==> config.mk <==
export PLATFORM = sky130hd
export DESIGN_NAME = slpc_top
export DESIGN_NICKNAME = d
export VERILOG_FILES = /design/src/pkg/slpc_pkg.sv /design/src/core/slpc_top.sv
export VERILOG_INCLUDE_DIRS = /design/src /design/src/pkg
export SDC_FILE = /design/constraint.sdc
export NUM_CORES = 1
export LEC_CHECK = 0
export BUFFER_PORTS_ARGS = -buffer_cell sky130_fd_sc_hd__buf_2
export CORE_UTILIZATION = 46
export DETAILED_ROUTE_END_ITERATION = 6
export PLACE_DENSITY = 0.84
export SYNTH_ARGS = -nofsm -noshare
export SYNTH_HDL_FRONTEND = slang
export SYNTH_SLANG_ARGS = --single-unit
==> constraint.sdc <==
create_clock -name CLK_I -period 1.7 [get_ports CLK_I]
set_clock_uncertainty 0.15 [all_clocks]
set_input_delay 0.085 -clock CLK_I [delete_from_list [all_inputs] [get_ports CLK_I]]
set_output_delay 0.085 -clock CLK_I [all_outputs]
set_load 0.01 [all_outputs]
==> src/pkg/slpc_consts.svh <==
// Constants for the sleep mode controller
`ifndef SLPC_CONSTS_SVH
`define SLPC_CONSTS_SVH

// Sleep mode select codes
`define SLPC_MODE_IDLE  3'h0
`define SLPC_MODE_POWER_DOWN_SETTING 3'h2
`define SLPC_MODE_POWER_SAVE_SETTING 3'h3
`define SLPC_MODE_STANDBY_SETTING 3'h6
`define SLPC_MODE_ESTBY 3'h7

// Processor halt after every wake-up, in clock cycles
`define SLPC_HALT_CYC   3'h4

// Positions of the synchronised wake and ready inputs
`define SLPC_SYN_PORT   0
`define SLPC_SYN_TWI    1
`define SLPC_SYN_OSC    2
`define SLPC_SYN_W      3

`endif

==> src/pkg/slpc_pkg.sv <==
// Types for the sleep mode controller
package slpc_pkg;

  // Sequencer states
  typedef enum logic [2:0] {
    ST_ACTIVE = 3'b000,
    ST_SLEEP  = 3'b001,
    ST_OSCW   = 3'b010,
    ST_HALT   = 3'b011,
    ST_RESUME = 3'b100
  } slpc_state_e;

  // Whole state of the controller
  typedef struct packed {
    slpc_state_e st;
    logic [2:0]  mode;
    logic [2:0]  cnt;
    logic [2:0]  syn_a;
    logic [2:0]  syn_b;
    logic [2:0]  syn_c;
    logic [2:0]  flt;
    logic        wake;
  } slpc_regs_s;

  // Clock domain and oscillator enables
  typedef struct packed {
    logic cpu;
    logic nvm;
    logic per;
    logic rtc;
    logic sys_osc;
    logic rtc_osc;
  } slpc_clk_s;

endpackage

==> src/core/slpc_top.sv <==
// Sleep mode controller: sleep entry, clock gating and wake-up sequencing
// What this block does
// - Sleep is entered only on the sleep instruction; software picks mode and time.
// - After wake the interrupt is serviced, then execution resumes after sleep.
// - Pending higher-priority interrupts are serviced first, in priority order.
// - The processor is held halted four cycles after every wake-up.
// - Sleep leaves register file, RAM and all registers untouched.
// - Reset during sleep gives a full restart from the reset vector.
// - Enabled interrupts and reset sources wake the device, as the mode allows.
// - Idle stops processor and memory clocks; peripherals keep running.
// - Idle lets an ongoing memory programming operation finish.
// - Idle wakes on any enabled interrupt.
// - Power-down stops every clock but the memory clock during programming, real-time counter source included.
// - Power-down wakes only on two-wire address match or async port interrupts.
// - Power-save is power-down plus running counter and its wake interrupts.
// - Standby is power-down with system clock sources kept running.
// - Extended standby is power-save with system clock sources kept running.
// - A stopped system clock source adds its start-up time before resuming.
// - Per-peripheral gating freezes the peripheral and stops its clock.
// - Mode codes: idle 000, power-down 010, save 011, standby 110, ext 111.
// - The sleep instruction sleeps only while the sleep enable bit is set.
`include "slpc_consts.svh"

module slpc_top #(
  parameter int NPER = 8
) (
  // Clock and reset
  input  wire logic            CLK_I,
  input  wire logic            NRST_I,
  // Processor core
  input  wire logic            SLEEP_EXEC_I,
  input  wire logic [2:0]      SLEEP_MODE_SELECT_I,
  input  wire logic            SLEEP_ENABLE_BIT_I,
  output logic                 CPU_HALT_O,
  output logic                 WAKE_RESUME_O,
  output logic                 SLEEPING_O,
  // Interrupt controller and wake sources
  input  wire logic            IRQ_ANY_I,
  input  wire logic            RTC_IRQ_I,
  input  wire logic            RTC_ENABLE_I,
  input  wire logic            ASYNC_PORT_IRQ_I,
  input  wire logic            TWO_WIRE_INTERFACE_MATCH_I,
  // Memory and clock generator
  input  wire logic            NVM_BUSY_I,
  input  wire logic            SYS_OSC_READY_I,
  input  wire logic [NPER-1:0] PER_GATE_I,
  // Clock enables
  output slpc_pkg::slpc_clk_s  CLK_EN_O,
  output logic [NPER-1:0]      PER_CLK_EN_O
);

  // Parameter check at elaboration
  if (NPER < 1) begin : g_nper_chk
    $error("NPER must be at least 1");
  end

  slpc_pkg::slpc_regs_s r_r;
  slpc_pkg::slpc_regs_s r_nxt;

  // Mode code is one of the five defined ones
  function automatic logic mode_valid(input logic [2:0] m);
    mode_valid = (m == `SLPC_MODE_IDLE) || (m == `SLPC_MODE_POWER_DOWN_SETTING) ||
                 (m == `SLPC_MODE_POWER_SAVE_SETTING) || (m == `SLPC_MODE_STANDBY_SETTING) ||
                 (m == `SLPC_MODE_ESTBY);
  endfunction

  // Mode keeps the counter domain alive
  function automatic logic mode_rtc(input logic [2:0] m);
    mode_rtc = (m == `SLPC_MODE_IDLE) || (m == `SLPC_MODE_POWER_SAVE_SETTING) ||
               (m == `SLPC_MODE_ESTBY);
  endfunction

  // Mode keeps the system clock source running
  function automatic logic mode_sysosc(input logic [2:0] m);
    mode_sysosc = (m == `SLPC_MODE_IDLE) || (m == `SLPC_MODE_STANDBY_SETTING) ||
                  (m == `SLPC_MODE_ESTBY);
  endfunction

  // Wake sources allowed by the mode
  function automatic logic wake_ok(input logic [2:0] m, input logic [2:0] f,
                                   input logic irq, input logic rtc,
                                   input logic rtc_en);
    logic async_src;
    async_src = f[`SLPC_SYN_PORT] | f[`SLPC_SYN_TWI];
    if (m == `SLPC_MODE_IDLE) begin
      wake_ok = irq | async_src;
    end else if (mode_rtc(m)) begin
      wake_ok = async_src | (rtc & rtc_en);
    end else begin
      wake_ok = async_src;
    end
  endfunction

  logic       sleep_go;
  logic       wake_now;
  logic [2:0] syn_in;

  assign syn_in = {SYS_OSC_READY_I, TWO_WIRE_INTERFACE_MATCH_I, ASYNC_PORT_IRQ_I};
  // Entry needs the instruction, the enable bit and a defined code
  assign sleep_go = SLEEP_EXEC_I & SLEEP_ENABLE_BIT_I
                  & mode_valid(SLEEP_MODE_SELECT_I);
  assign wake_now = wake_ok(r_r.mode, r_r.flt, IRQ_ANY_I, RTC_IRQ_I,
                            RTC_ENABLE_I);

  // Next state of the sequencer and the input filters
  always_comb begin
    r_nxt       = r_r;
    r_nxt.wake  = 1'b0;
    r_nxt.syn_a = syn_in;
    r_nxt.syn_b = r_r.syn_a;
    r_nxt.syn_c = r_r.syn_b;
    for (int i = 0; i < `SLPC_SYN_W; i++) begin
      if (r_r.syn_b[i] == r_r.syn_c[i]) begin
        r_nxt.flt[i] = r_r.syn_c[i];
      end
    end
    case (r_r.st)
      slpc_pkg::ST_ACTIVE: begin
        if (sleep_go) begin
          r_nxt.st   = slpc_pkg::ST_SLEEP;
          r_nxt.mode = SLEEP_MODE_SELECT_I;
        end
      end
      slpc_pkg::ST_SLEEP: begin
        if (wake_now) begin
          r_nxt.cnt = 3'h0;
          if (mode_sysosc(r_r.mode)) begin
            r_nxt.st = slpc_pkg::ST_HALT;
          end else begin
            r_nxt.st = slpc_pkg::ST_OSCW;
          end
        end
      end
      slpc_pkg::ST_OSCW: begin
        if (r_r.flt[`SLPC_SYN_OSC]) begin
          r_nxt.st = slpc_pkg::ST_HALT;
        end
      end
      slpc_pkg::ST_HALT: begin
        r_nxt.cnt = r_r.cnt + 3'h1;
        if (r_r.cnt == `SLPC_HALT_CYC - 3'h1) begin
          r_nxt.st   = slpc_pkg::ST_RESUME;
          r_nxt.wake = 1'b1;
        end
      end
      slpc_pkg::ST_RESUME: begin
        r_nxt.st = slpc_pkg::ST_ACTIVE;
      end
      default: begin
        r_nxt.st = slpc_pkg::ST_ACTIVE;
      end
    endcase
  end

  // State register; reset returns straight to active from any mode
  always_ff @(posedge CLK_I or negedge NRST_I) begin
    if (!NRST_I) begin
      r_r <= '0;
    end else begin
      r_r <= r_nxt;
    end
  end

  logic in_sleep;
  logic idle_sleep;
  assign in_sleep   = (r_r.st == slpc_pkg::ST_SLEEP);
  assign idle_sleep = in_sleep && (r_r.mode == `SLPC_MODE_IDLE);

  // Clock domain gating; only enables change, no state is cleared
  always_comb begin
    CLK_EN_O.cpu     = !in_sleep && (r_r.st != slpc_pkg::ST_OSCW);
    CLK_EN_O.nvm     = CLK_EN_O.cpu || NVM_BUSY_I;
    CLK_EN_O.per     = !in_sleep || idle_sleep;
    CLK_EN_O.rtc     = !in_sleep || idle_sleep ||
                       (mode_rtc(r_r.mode) && RTC_ENABLE_I);
    CLK_EN_O.rtc_osc = CLK_EN_O.rtc;
    CLK_EN_O.sys_osc = !in_sleep || mode_sysosc(r_r.mode);
  end

  // Per-peripheral gating freezes the peripheral by holding its clock
  assign PER_CLK_EN_O = {NPER{CLK_EN_O.per}} & ~PER_GATE_I;

  // Handshake to the core; the interrupt controller then orders service
  assign CPU_HALT_O    = (r_r.st == slpc_pkg::ST_HALT) ||
                         (r_r.st == slpc_pkg::ST_OSCW) || in_sleep;
  assign WAKE_RESUME_O = r_r.wake;
  assign SLEEPING_O    = in_sleep;

  // Entry only through the sleep instruction with enable set
  a_sleep_entry: assert property (@(posedge CLK_I) disable iff (!NRST_I)
    $rose(SLEEPING_O) |-> $past(SLEEP_EXEC_I) && $past(SLEEP_ENABLE_BIT_I))
    else $error("sleep entered without instruction and enable");

  // Enable bit clear blocks sleep
  a_enable_gate: assert property (@(posedge CLK_I) disable iff (!NRST_I)
    (r_r.st == slpc_pkg::ST_ACTIVE) && SLEEP_EXEC_I && !SLEEP_ENABLE_BIT_I
    |=> !SLEEPING_O)
    else $error("sleep entered with enable bit clear");

  // Reserved code is a no-operation
  a_reserved_nop: assert property (@(posedge CLK_I) disable iff (!NRST_I)
    (r_r.st == slpc_pkg::ST_ACTIVE) && SLEEP_EXEC_I &&
    !mode_valid(SLEEP_MODE_SELECT_I) |=> (r_r.st == slpc_pkg::ST_ACTIVE))
    else $error("reserved mode code left active mode");

  // Four halted cycles then the resume pulse
  a_halt_four: assert property (@(posedge CLK_I) disable iff (!NRST_I)
    $rose(r_r.st == slpc_pkg::ST_HALT) |->
    CPU_HALT_O [*4] ##1 (!CPU_HALT_O && WAKE_RESUME_O))
    else $error("halt after wake-up is not four cycles");

  // Resume returns to active next cycle
  a_resume_act: assert property (@(posedge CLK_I) disable iff (!NRST_I)
    WAKE_RESUME_O |=> (r_r.st == slpc_pkg::ST_ACTIVE) && !WAKE_RESUME_O)
    else $error("resume pulse did not return to active");

  // Idle keeps peripherals, stops processor clock
  a_idle_clocks: assert property (@(posedge CLK_I) disable iff (!NRST_I)
    idle_sleep |-> CLK_EN_O.per && !CLK_EN_O.cpu && CLK_EN_O.sys_osc)
    else $error("idle clock gating wrong");

  // Memory programming survives idle
  a_nvm_finish: assert property (@(posedge CLK_I) disable iff (!NRST_I)
    NVM_BUSY_I |-> CLK_EN_O.nvm)
    else $error("memory clock stopped during programming");

  // Power-down stops peripheral, counter and system source clocks
  a_power_down_setting_clocks: assert property (@(posedge CLK_I) disable iff (!NRST_I)
    in_sleep && (r_r.mode == `SLPC_MODE_POWER_DOWN_SETTING) |->
    !CLK_EN_O.per && !CLK_EN_O.rtc && !CLK_EN_O.rtc_osc && !CLK_EN_O.sys_osc)
    else $error("clock left running in power-down");

  // Plain interrupt does not wake power-down
  a_power_down_setting_wake: assert property (@(posedge CLK_I) disable iff (!NRST_I)
    in_sleep && (r_r.mode == `SLPC_MODE_POWER_DOWN_SETTING) && !r_r.flt[0] && !r_r.flt[1]
    |=> SLEEPING_O)
    else $error("power-down woke on a disallowed source");

  // Idle wakes on any enabled interrupt
  a_idle_wake: assert property (@(posedge CLK_I) disable iff (!NRST_I)
    idle_sleep && IRQ_ANY_I |=> (r_r.st == slpc_pkg::ST_HALT))
    else $error("idle did not wake on interrupt");

  // Stopped system source waits for its ready before the halt
  a_osc_wait: assert property (@(posedge CLK_I) disable iff (!NRST_I)
    $rose(r_r.st == slpc_pkg::ST_HALT) && !mode_sysosc(r_r.mode) |->
    $past(r_r.st == slpc_pkg::ST_OSCW))
    else $error("wake skipped oscillator start-up");

  // Standby keeps the source, stops the counter
  a_standby_setting_clocks: assert property (@(posedge CLK_I) disable iff (!NRST_I)
    in_sleep && (r_r.mode == `SLPC_MODE_STANDBY_SETTING) |->
    CLK_EN_O.sys_osc && !CLK_EN_O.rtc && !CLK_EN_O.per)
    else $error("standby clock gating wrong");

  // Gated peripheral has no clock
  a_per_gate: assert property (@(posedge CLK_I) disable iff (!NRST_I)
    (PER_CLK_EN_O & PER_GATE_I) == '0)
    else $error("gated peripheral still clocked");

endmodule

==> reports/metrics.yaml, run 1 <==
rsz0062_at_grt: "true"
worstSkewPairLatency_ns: 0.30
cts_sinks: 22
grt_pass1_vias: 785
die_area_sq_um: 2320
core_area_sq_um: 1980
final_util_pct: 73.1
num_io_pins: 39
hold_start: "SLEEP_ENABLE_BIT_I"
timing.rr.end: "r_r[19]"
hpwl_um: 1500
vias: 868
ctsHtreeMaxLevel: 1
seq_area_frac_synth_pct: 56.1
crit_path_end_kind: "output pin"
drt_pass1_iterations: 4
async_reset_ff_share_pct: 100
timing_worst_setup_path_type: "reg -> out"
setup_slack_ns: -0.00894
overflow: 0
placed_area_sq_um: 1190
hold_end: "r_r[19]"
ys_seq_elements: 22
p_per_area_nw_per_um2: 1390
synth_nets: 107
synth_ff_type: "dfrtp_1"
synth-edff-count: 0
internal-power_w: 0.00130
die_x_um: 48.2
hp-class: "in -> reg"
multi_input_area_sq_um: 428
wl_um: 2300
worstPathMaxFanout: 6
status: "complete, but fails checks"
clockBufferDepth: 2
p_leak_nw: 0.713
slew_viol_final: 0
final_cell_mix: "35 x buf_2, 18 x dfrtp_1, 12 x nor2_1"
p_clk_share_pct: 13.7
syn_inst: 83
syn_area_per_cell_sq_um: 11.8
arrival_ns: 1.47
initial_core_util_pct: 49.5
post_drt_via_cell_ratio: 5.20
track_usage_pct: 20.2
num_rows: 16
cts-root-buf: "clkbuf_4"
period_share_pct: 101
power_frac_comb_pct: 49.5
power_w: 0.00202
grt_max_degree: 23
cts_tree: "done"
finalSetupTns_ns: -0.0170
wire_per_inst_um: 13.8
r2r_start: "r_r[13]"
areaGrowthSynthToFinish_pct: 47.7
grt_pass1_wl_um: 3150
drc_errors: 0
timing.fmax_ghz: 0.585
stdcell_area_sq_um: 1450
reg2reg_slack_ns: 0.08
drtIter0Drc: 24
hold_path_depth: 4
p_switching_w: 0.000717
post_synth_num_cell_types: 37
syn_area_sq_um: 981
synth_warnings: 0
drv_cap: 0
layout_commonest_cell: "buf_2"
antenna_found_initial: 0
violations: "negative setup slack"
portBuffers: 38
finalHoldViolCount: 0
finalCriticalPeriod_ns: 1.71
nets: 165
required_ns: 1.46
cts_buffers: 3
start_kind: "flop"
seqCellArea_sq_um: 556
diodes: 0
die_h_um: 48.2
max-vdd-ir-drop_mv: 0.905
clk_pin_slew_ns: 0.12
p_seq_share_pct: 36.7
relSlewSlack_pct: 67.4
layout-drive-gt1-share_pct: 49.3
r2r_cells: 5
gp_congestion: 0.780
ant_nets: 0
fill_cells: 125
preCtsSetupSlack_ns: 0.112
setup_viol: 3
swShare_pct: 35.5
worstMarginPinSlew_ns: 0.490
==> worst max path at each step <==
stage | slack (ns) | to | startpoint
after global routing | -0.11 | CLK_EN_O[1] | r_r[20]
after global placement | 0.16 | r_r[19] | r_r[13]
final | -0.009 | CLK_EN_O[1] | r_r[20]
after detailed placement | 0.11 | r_r[19] | r_r[13]
after CTS | -0.02 | CLK_EN_O[2] | r_r[21]
after floorplan | 0.10 | CLK_EN_O[2] | r_r[19]
==> flip-flops by register name, indices dropped and copies added, names as in the netlist <==
signal	count
WAKE_RESUME_O	1
r_r	15
r_nxt	6
==> synth_stat cells (2+ instances only) <==
| library cell | number | share of area, % |
|---|---|---|
| maj3_1 | 3 | 3.1 |
| ha_1 | 2 | 2.6 |
| nand2_1 | 3 | 1.1 |
| nor2b_1 | 2 | 1.3 |
| dfrtp_1 | 22 | 56 |
| buf_4 | 2 | 1.5 |
| mux2_2 | 3 | 3.4 |
| and3_1 | 2 | 1.3 |
| nor2_1 | 12 | 4.6 |
| inv_1 | 4 | 1.5 |
| nand2b_1 | 2 | 1.3 |
==> cell families (layout without fill, tap and decap cells) <==
group                    count (synthesis)  count (layout)  share of synthesized area (%)
XOR/XNOR                                 1               1                          0.893
AND/OR/NAND/NOR                         31              31                           17.7
AO/OA/AOI/OAI                           13              13                           11.5
multiplexers                             3               3                           3.44
adder cells (fa/ha/maj)                  5               5                           5.61
buffers and inverters                    8              65                           4.72
flip-flops                              22              22                           56.1
==> routing by layer <==
layer | global-route usage, % | vias to the layer above | part of all wire (%)
li1 | - | 409 | -
met2 | 37.6 | 54 | 54
met3 | 4.44 | 4 | 6.7
met5 | 0 | - | 0
met4 | 11.1 | 0 | 0.83
met1 | 20.5 | 401 | 39
==> stage by stage <==
stage               cells  hold WS [ns]
finish                167        0.0618
global route          167        0.0513
CTS                   166        0.0572
detailed placement    146       -0.0762
global placement      146       -0.0933
floorplan              83        -0.361
==> repair_timing <==
item / in CTS / in global routing
gates cloned: 1 / 0
pin swaps: 2 / 1
resized for setup: 11 / 10
hold endpoints to repair: 29 / 0
setup endpoints to repair: 13 / 14
buffers inserted: 8 / 1
hold buffers: 7 / 0
==> power by group through the flow <==
stage | Combinational [W] | Clock [W] | Sequential [W]
floorplan | 0.000514 | 0 | 0.000735
global placement | 0.000647 | 0 | 0.000766
detailed placement | 0.000681 | 0 | 0.000778
CTS | 0.000904 | 0.000287 | 0.000735
global route | 0.00109 | 0.000308 | 0.000757
finish | 0.000999 | 0.000277 | 0.000741
==> worst max-delay path, stage by stage, from the launching register on <==
cell	delay, ns
dfrtp_1	0.44
nor3b_2	0.22
nor2b_4	0.19
buf_6	0.13
nand2b_1	0.06
buf_2	0.14
==> final cells by class <==
type                    count  share of cell area [%]
well taps                  27                    2.33
inverters                   4                    1.04
flip-flops and latches     22                    38.3
repair buffers             57                    26.3
clock buffers               4                    2.50
multi-input cells          53                    29.5
No activity file was read; power rests on OpenSTA's default activity.
==> run 2, diff against run 1 <==
SETUP_SLACK_MARGIN = 0.4   (was unset)
==> reports/metrics.yaml, run 2 (synthesized netlist as in run 1, its figures left out) <==
wl_um: 2800
worstPathMaxFanout: 5
clk_pin_slew_ns: 0.12
clockBufferDepth: 2
post_drt_via_cell_ratio: 5.40
timing_worst_setup_path_type: "reg -> out"
crit_start: "r_r[20]"
core_area_sq_um: 1980
required_ns: 1.46
setup_viol: 13
areaGrowthSynthToFinish_pct: 61.9
timing.fmax_ghz: 0.558
layout-drive-gt1-share_pct: 60.1
initial_core_util_pct: 49.5
antenna_found_initial: 0
setup_slack_ns: -0.0934
max-vdd-ir-drop_mv: 1.27
crit_path_end_kind: "output pin"
cts_buffers: 3
worstMarginPinSlew_ns: 0.482
drtIter0Drc: 9
drc_errors: 0
die_area_sq_um: 2320
cts-root-buf: "clkbuf_4"
hp-class: "in -> reg"
wire_per_inst_um: 16.5
r2r_start: "r_r[20]"
relSlewSlack_pct: 67.9
overflow: 0
p_per_area_nw_per_um2: 1540
ant_nets: 0
violations: "negative setup slack"
largest_reg_flops: 15
cp-endpoint: "PER_CLK_EN_O[4]"
worstSkewPairLatency_ns: 0.30
arrival_ns: 1.56
ctsHtreeMaxLevel: 1
top_register: "r_r"
finalCriticalPeriod_ns: 1.79
cts_sinks: 22
portBuffers: 38
layout_commonest_cell: "buf_2"
grt_max_degree: 23
start_kind: "flop"
num_io_pins: 39
p_leak_nw: 0.744
die_h_um: 48.2
num_rows: 16
final_cell_mix: "37 x buf_2, 17 x dfrtp_1, 11 x nor2_1"
cts_tree: "done"
vias: 918
final_util_pct: 80.1
timing.rr.end: "r_r[18]"
status: "complete, but fails checks"
finalHoldViolCount: 0
die_x_um: 48.2
slew_viol_final: 0
period_share_pct: 105
nets: 168
drv_cap: 0
grt_pass1_vias: 813
track_usage_pct: 23.7
r2r_cells: 6
rsz0062_at_grt: "true"
dpl.cell_count: 144
diodes: 0
reg2reg_slack_ns: 0.02
drt_pass1_iterations: 4
grt_pass1_wl_um: 3660
fill_cells: 116
hpwl_um: 1360
final_cell_count_no_fill: 170
gp_congestion: 0.880
[run 2: cell types whose count changed in the layout (fill, tap and decap cells not counted), moves of 2 or more]
cell,change
mux2_2,-3
mux2_4,+3
and3_4,+2
buf_2,+2
and3_1,-2
ha_1,-2
[run 2: area by class of cell]
class | count | area (sq um) | share of cell area (%)
sequential | 22 | 557 | 35.1
multi-input combinational | 54 | 554 | 34.9
timing repair buffer | 59 | 387 | 24.3
clock buffer | 4 | 36.3 | 2.29
tap | 27 | 33.8 | 2.13
inverter | 4 | 20.0 | 1.26
[run 2: repair_timing]
| item | in CTS | in global routing |
|---|---|---|
| gates resized for setup | 23 | 11 |
| setup buffers | 9 | 5 |
| endpoints found under the hold margin | 28 | 0 |
| gates cloned | 1 | 0 |
| setup endpoints to repair | 24 | 24 |
| hold buffers | 7 | 0 |
| pin swaps | 4 | 6 |
[run 2: metrics by stage]
| step | cell area, sq um | total power (W) | hold WS [ns] | setup slack (ns) | setup TNS (ns) |
|---|---|---|---|---|---|
| floorplan | 1030 | 0.00131 | -0.361 | 0.265 | 0 |
| global placement | 1210 | 0.00145 | -0.0933 | 0.198 | 0 |
| global route | 1590 | 0.00260 | 0.0990 | -0.165 | -1.89 |
| finish | 1590 | 0.00245 | 0.0829 | -0.0934 | -0.943 |
| CTS | 1500 | 0.00213 | 0.0801 | -0.0201 | -0.129 |
| detailed placement | 1210 | 0.00148 | -0.0899 | 0.132 | 0 |
[run 2: per-layer routing]
metal	share of wire [%]	GRT usage [%]	wire length (um)
met5	0	0	0
met2	52	45.9	1470
met4	1.5	4.44	42
met1	39	26.5	1110
met3	6.5	5.19	183
[run 2: power by group]
part	internal [W]	switching [W]	total (W)
Combinational	0.000745	0.000621	0.00137
Clock	0.000131	0.000147	0.000278
Sequential	0.000649	0.000158	0.000807
[run 2: worst min path at each step]
stage,start,endpoint,cells past startpoint,slack (ns)
global placement,NRST_I,r_nxt[9],1,-0.09
CTS,SLEEP_MODE_SELECT_I[1],r_r[19],3,0.08
global route,SLEEP_MODE_SELECT_I[1],r_r[19],3,0.1
floorplan,NRST_I,WAKE_RESUME_O,0,-0.36
detailed placement,NRST_I,r_r[14],1,-0.09
finish,SLEEP_MODE_SELECT_I[1],r_r[19],3,0.08
[run 2: critical path: stages, from the launching register on]
cell,delay [ns]
dfrtp_2,0.48
nor3b_4,0.26
nor2b_2,0.30
nor2_1,0.07
buf_2,0.14
==> run 3, diff against run 2 <==
CELL_PAD_IN_SITES_DETAIL_PLACEMENT = 0   (was unset)
CELL_PAD_IN_SITES_GLOBAL_PLACEMENT = 1   (was unset)
CORE_UTILIZATION = 35   (was 46)
==> reports/metrics.yaml, run 3 (synthesized netlist as in run 1, its figures left out) <==
status: "complete, but fails checks"
violations: "negative setup slack"
hold_ws_ns: 0.0672
portBuffers: 38
timing.fmax_ghz: 0.579
drc_errors: 0
hold_end: "r_r[19]"
required_ns: 1.46
num_rows: 18
diodes: 0
crit_path_end_kind: "output pin"
hold_start: "SLEEP_MODE_SELECT_I[1]"
r2r_start: "r_r[20]"
cts_buffers: 3
gp_congestion: 0.839
drv_cap: 0
p_leak_nw: 0.815
relSlewSlack_pct: 68.3
hp-class: "in -> reg"
hold_path_depth: 3
finalSetupTns_ns: -0.0976
max-vdd-ir-drop_mv: 1.08
setup_slack_ns: -0.0274
post_drt_via_cell_ratio: 5.02
final_cell_mix: "35 x buf_2, 17 x dfrtp_1, 15 x buf_6"
die_h_um: 54.9
die_x_um: 54.9
wl_um: 2410
finalHoldViolCount: 0
largest_reg_flops: 15
r2r_cells: 6
num_io_pins: 39
timing_worst_setup_path_type: "reg -> out"
track_usage_pct: 17.4
power_w: 0.00263
antenna_found_initial: 0
crit_start: "r_r[20]"
areaGrowthSynthToFinish_pct: 76.4
die_area_sq_um: 3020
preCtsSetupSlack_ns: 0.0987
top_register: "r_r"
grt_max_degree: 23
period_share_pct: 102
setup_viol: 8
initial_core_util_pct: 38.2
grt_pass1_vias: 885
overflow: 0
nets: 178
wire_per_inst_um: 13.2
worstSkewPairLatency_ns: 0.30
layout-drive-gt1-share_pct: 64.7
worstPathMaxFanout: 3
start_kind: "flop"
grt_pass1_wl_um: 3580
finalCriticalPeriod_ns: 1.73
layout_commonest_cell: "buf_2"
rsz0062_at_grt: "true"
clk_pin_slew_ns: 0.12
cts_sinks: 22
vias: 919
reg2reg_slack_ns: -0.01
timing.rr.end: "r_r[19]"
ctsHtreeMaxLevel: 1
clockBufferDepth: 2
hpwl_um: 1440
p_per_area_nw_per_um2: 1520
ant_nets: 0
core_area_sq_um: 2570
cts_tree: "done"
drt_pass1_iterations: 4
arrival_ns: 1.49
cts-root-buf: "clkbuf_4"
slew_viol_final: 0
worstMarginPinSlew_ns: 0.475
drtIter0Drc: 7
[run 3: changes by cell type in the layout (fill, tap and decap cells not counted), sizes merged]
| cell | before | now |
|---|---|---|
| bufinv | 0 | 1 |
| buf | 52 | 63 |
| nor2b | 3 | 2 |
| clkbuf | 4 | 3 |
[run 3: report_power, final]
group          internal, W  switching, W  total (W)
clock             0.000238      0.000151   0.000390
sequential        0.000649      0.000117   0.000766
combinational     0.000874      0.000602    0.00148
total              0.00176      0.000869    0.00263
[run 3: final cells by class]
cell class	count	area [sq um]
Inverter	4	20.0
Timing Repair Buffer	70	532
Fill cell	186	837
Multi-Input combinational cell	53	532
Sequential cell	22	557
Tap cell	30	37.5
Clock buffer	3	22.5
Clock inverter	1	30.0
[run 3: per-layer routing]
| metal | wire, um | track usage (%) | part of all wire [%] | vias to the layer above |
|---|---|---|---|---|
| met5 | 0 | 0 | 0 | - |
| met4 | 40 | 10.4 | 1.7 | 0 |
| met3 | 129 | 2.19 | 5.3 | 6 |
| met2 | 1320 | 33.3 | 55 | 36 |
| met1 | 923 | 17.5 | 38 | 445 |
| li1 | - | - | - | 432 |
[run 3: worst max-delay path by stage]
| stage | endpoint | slack [ns] |
|---|---|---|
| finish | CLK_EN_O[4] | -0.03 |
| global route | CLK_EN_O[0] | -0.10 |
| CTS | CLK_EN_O[2] | -0.008 |
| detailed placement | CLK_EN_O[1] | 0.1 |
| global placement | r_r[14] | 0.19 |
| floorplan | CLK_EN_O[2] | 0.27 |
[run 3: worst max-delay path: stages (launching register included)]
cell and delay, ns:
dfrtp_2 0.46, buf_6 0.13, xor2_2 0.19, nand2b_4 0.07, or2_4 0.22, buf_6 0.12
[run 3: stage by stage]
step	util (%)	cells	instance area [sq um]
floorplan	-	83	1030
global placement	47.6	148	1220
detailed placement	47.6	148	1220
CTS	61.8	175	1590
global route	67.4	183	1730
finish	67.4	183	1730
[run 3: repair_timing]
item | in CTS | in global routing
cloned | 0 | 0
hold buffers | 7 | 0
resized for setup | 26 | 20
endpoints found under the hold margin | 28 | 0
buffers inserted | 16 | 8
endpoints found under the setup margin | 26 | 26
pin swaps | 3 | 8
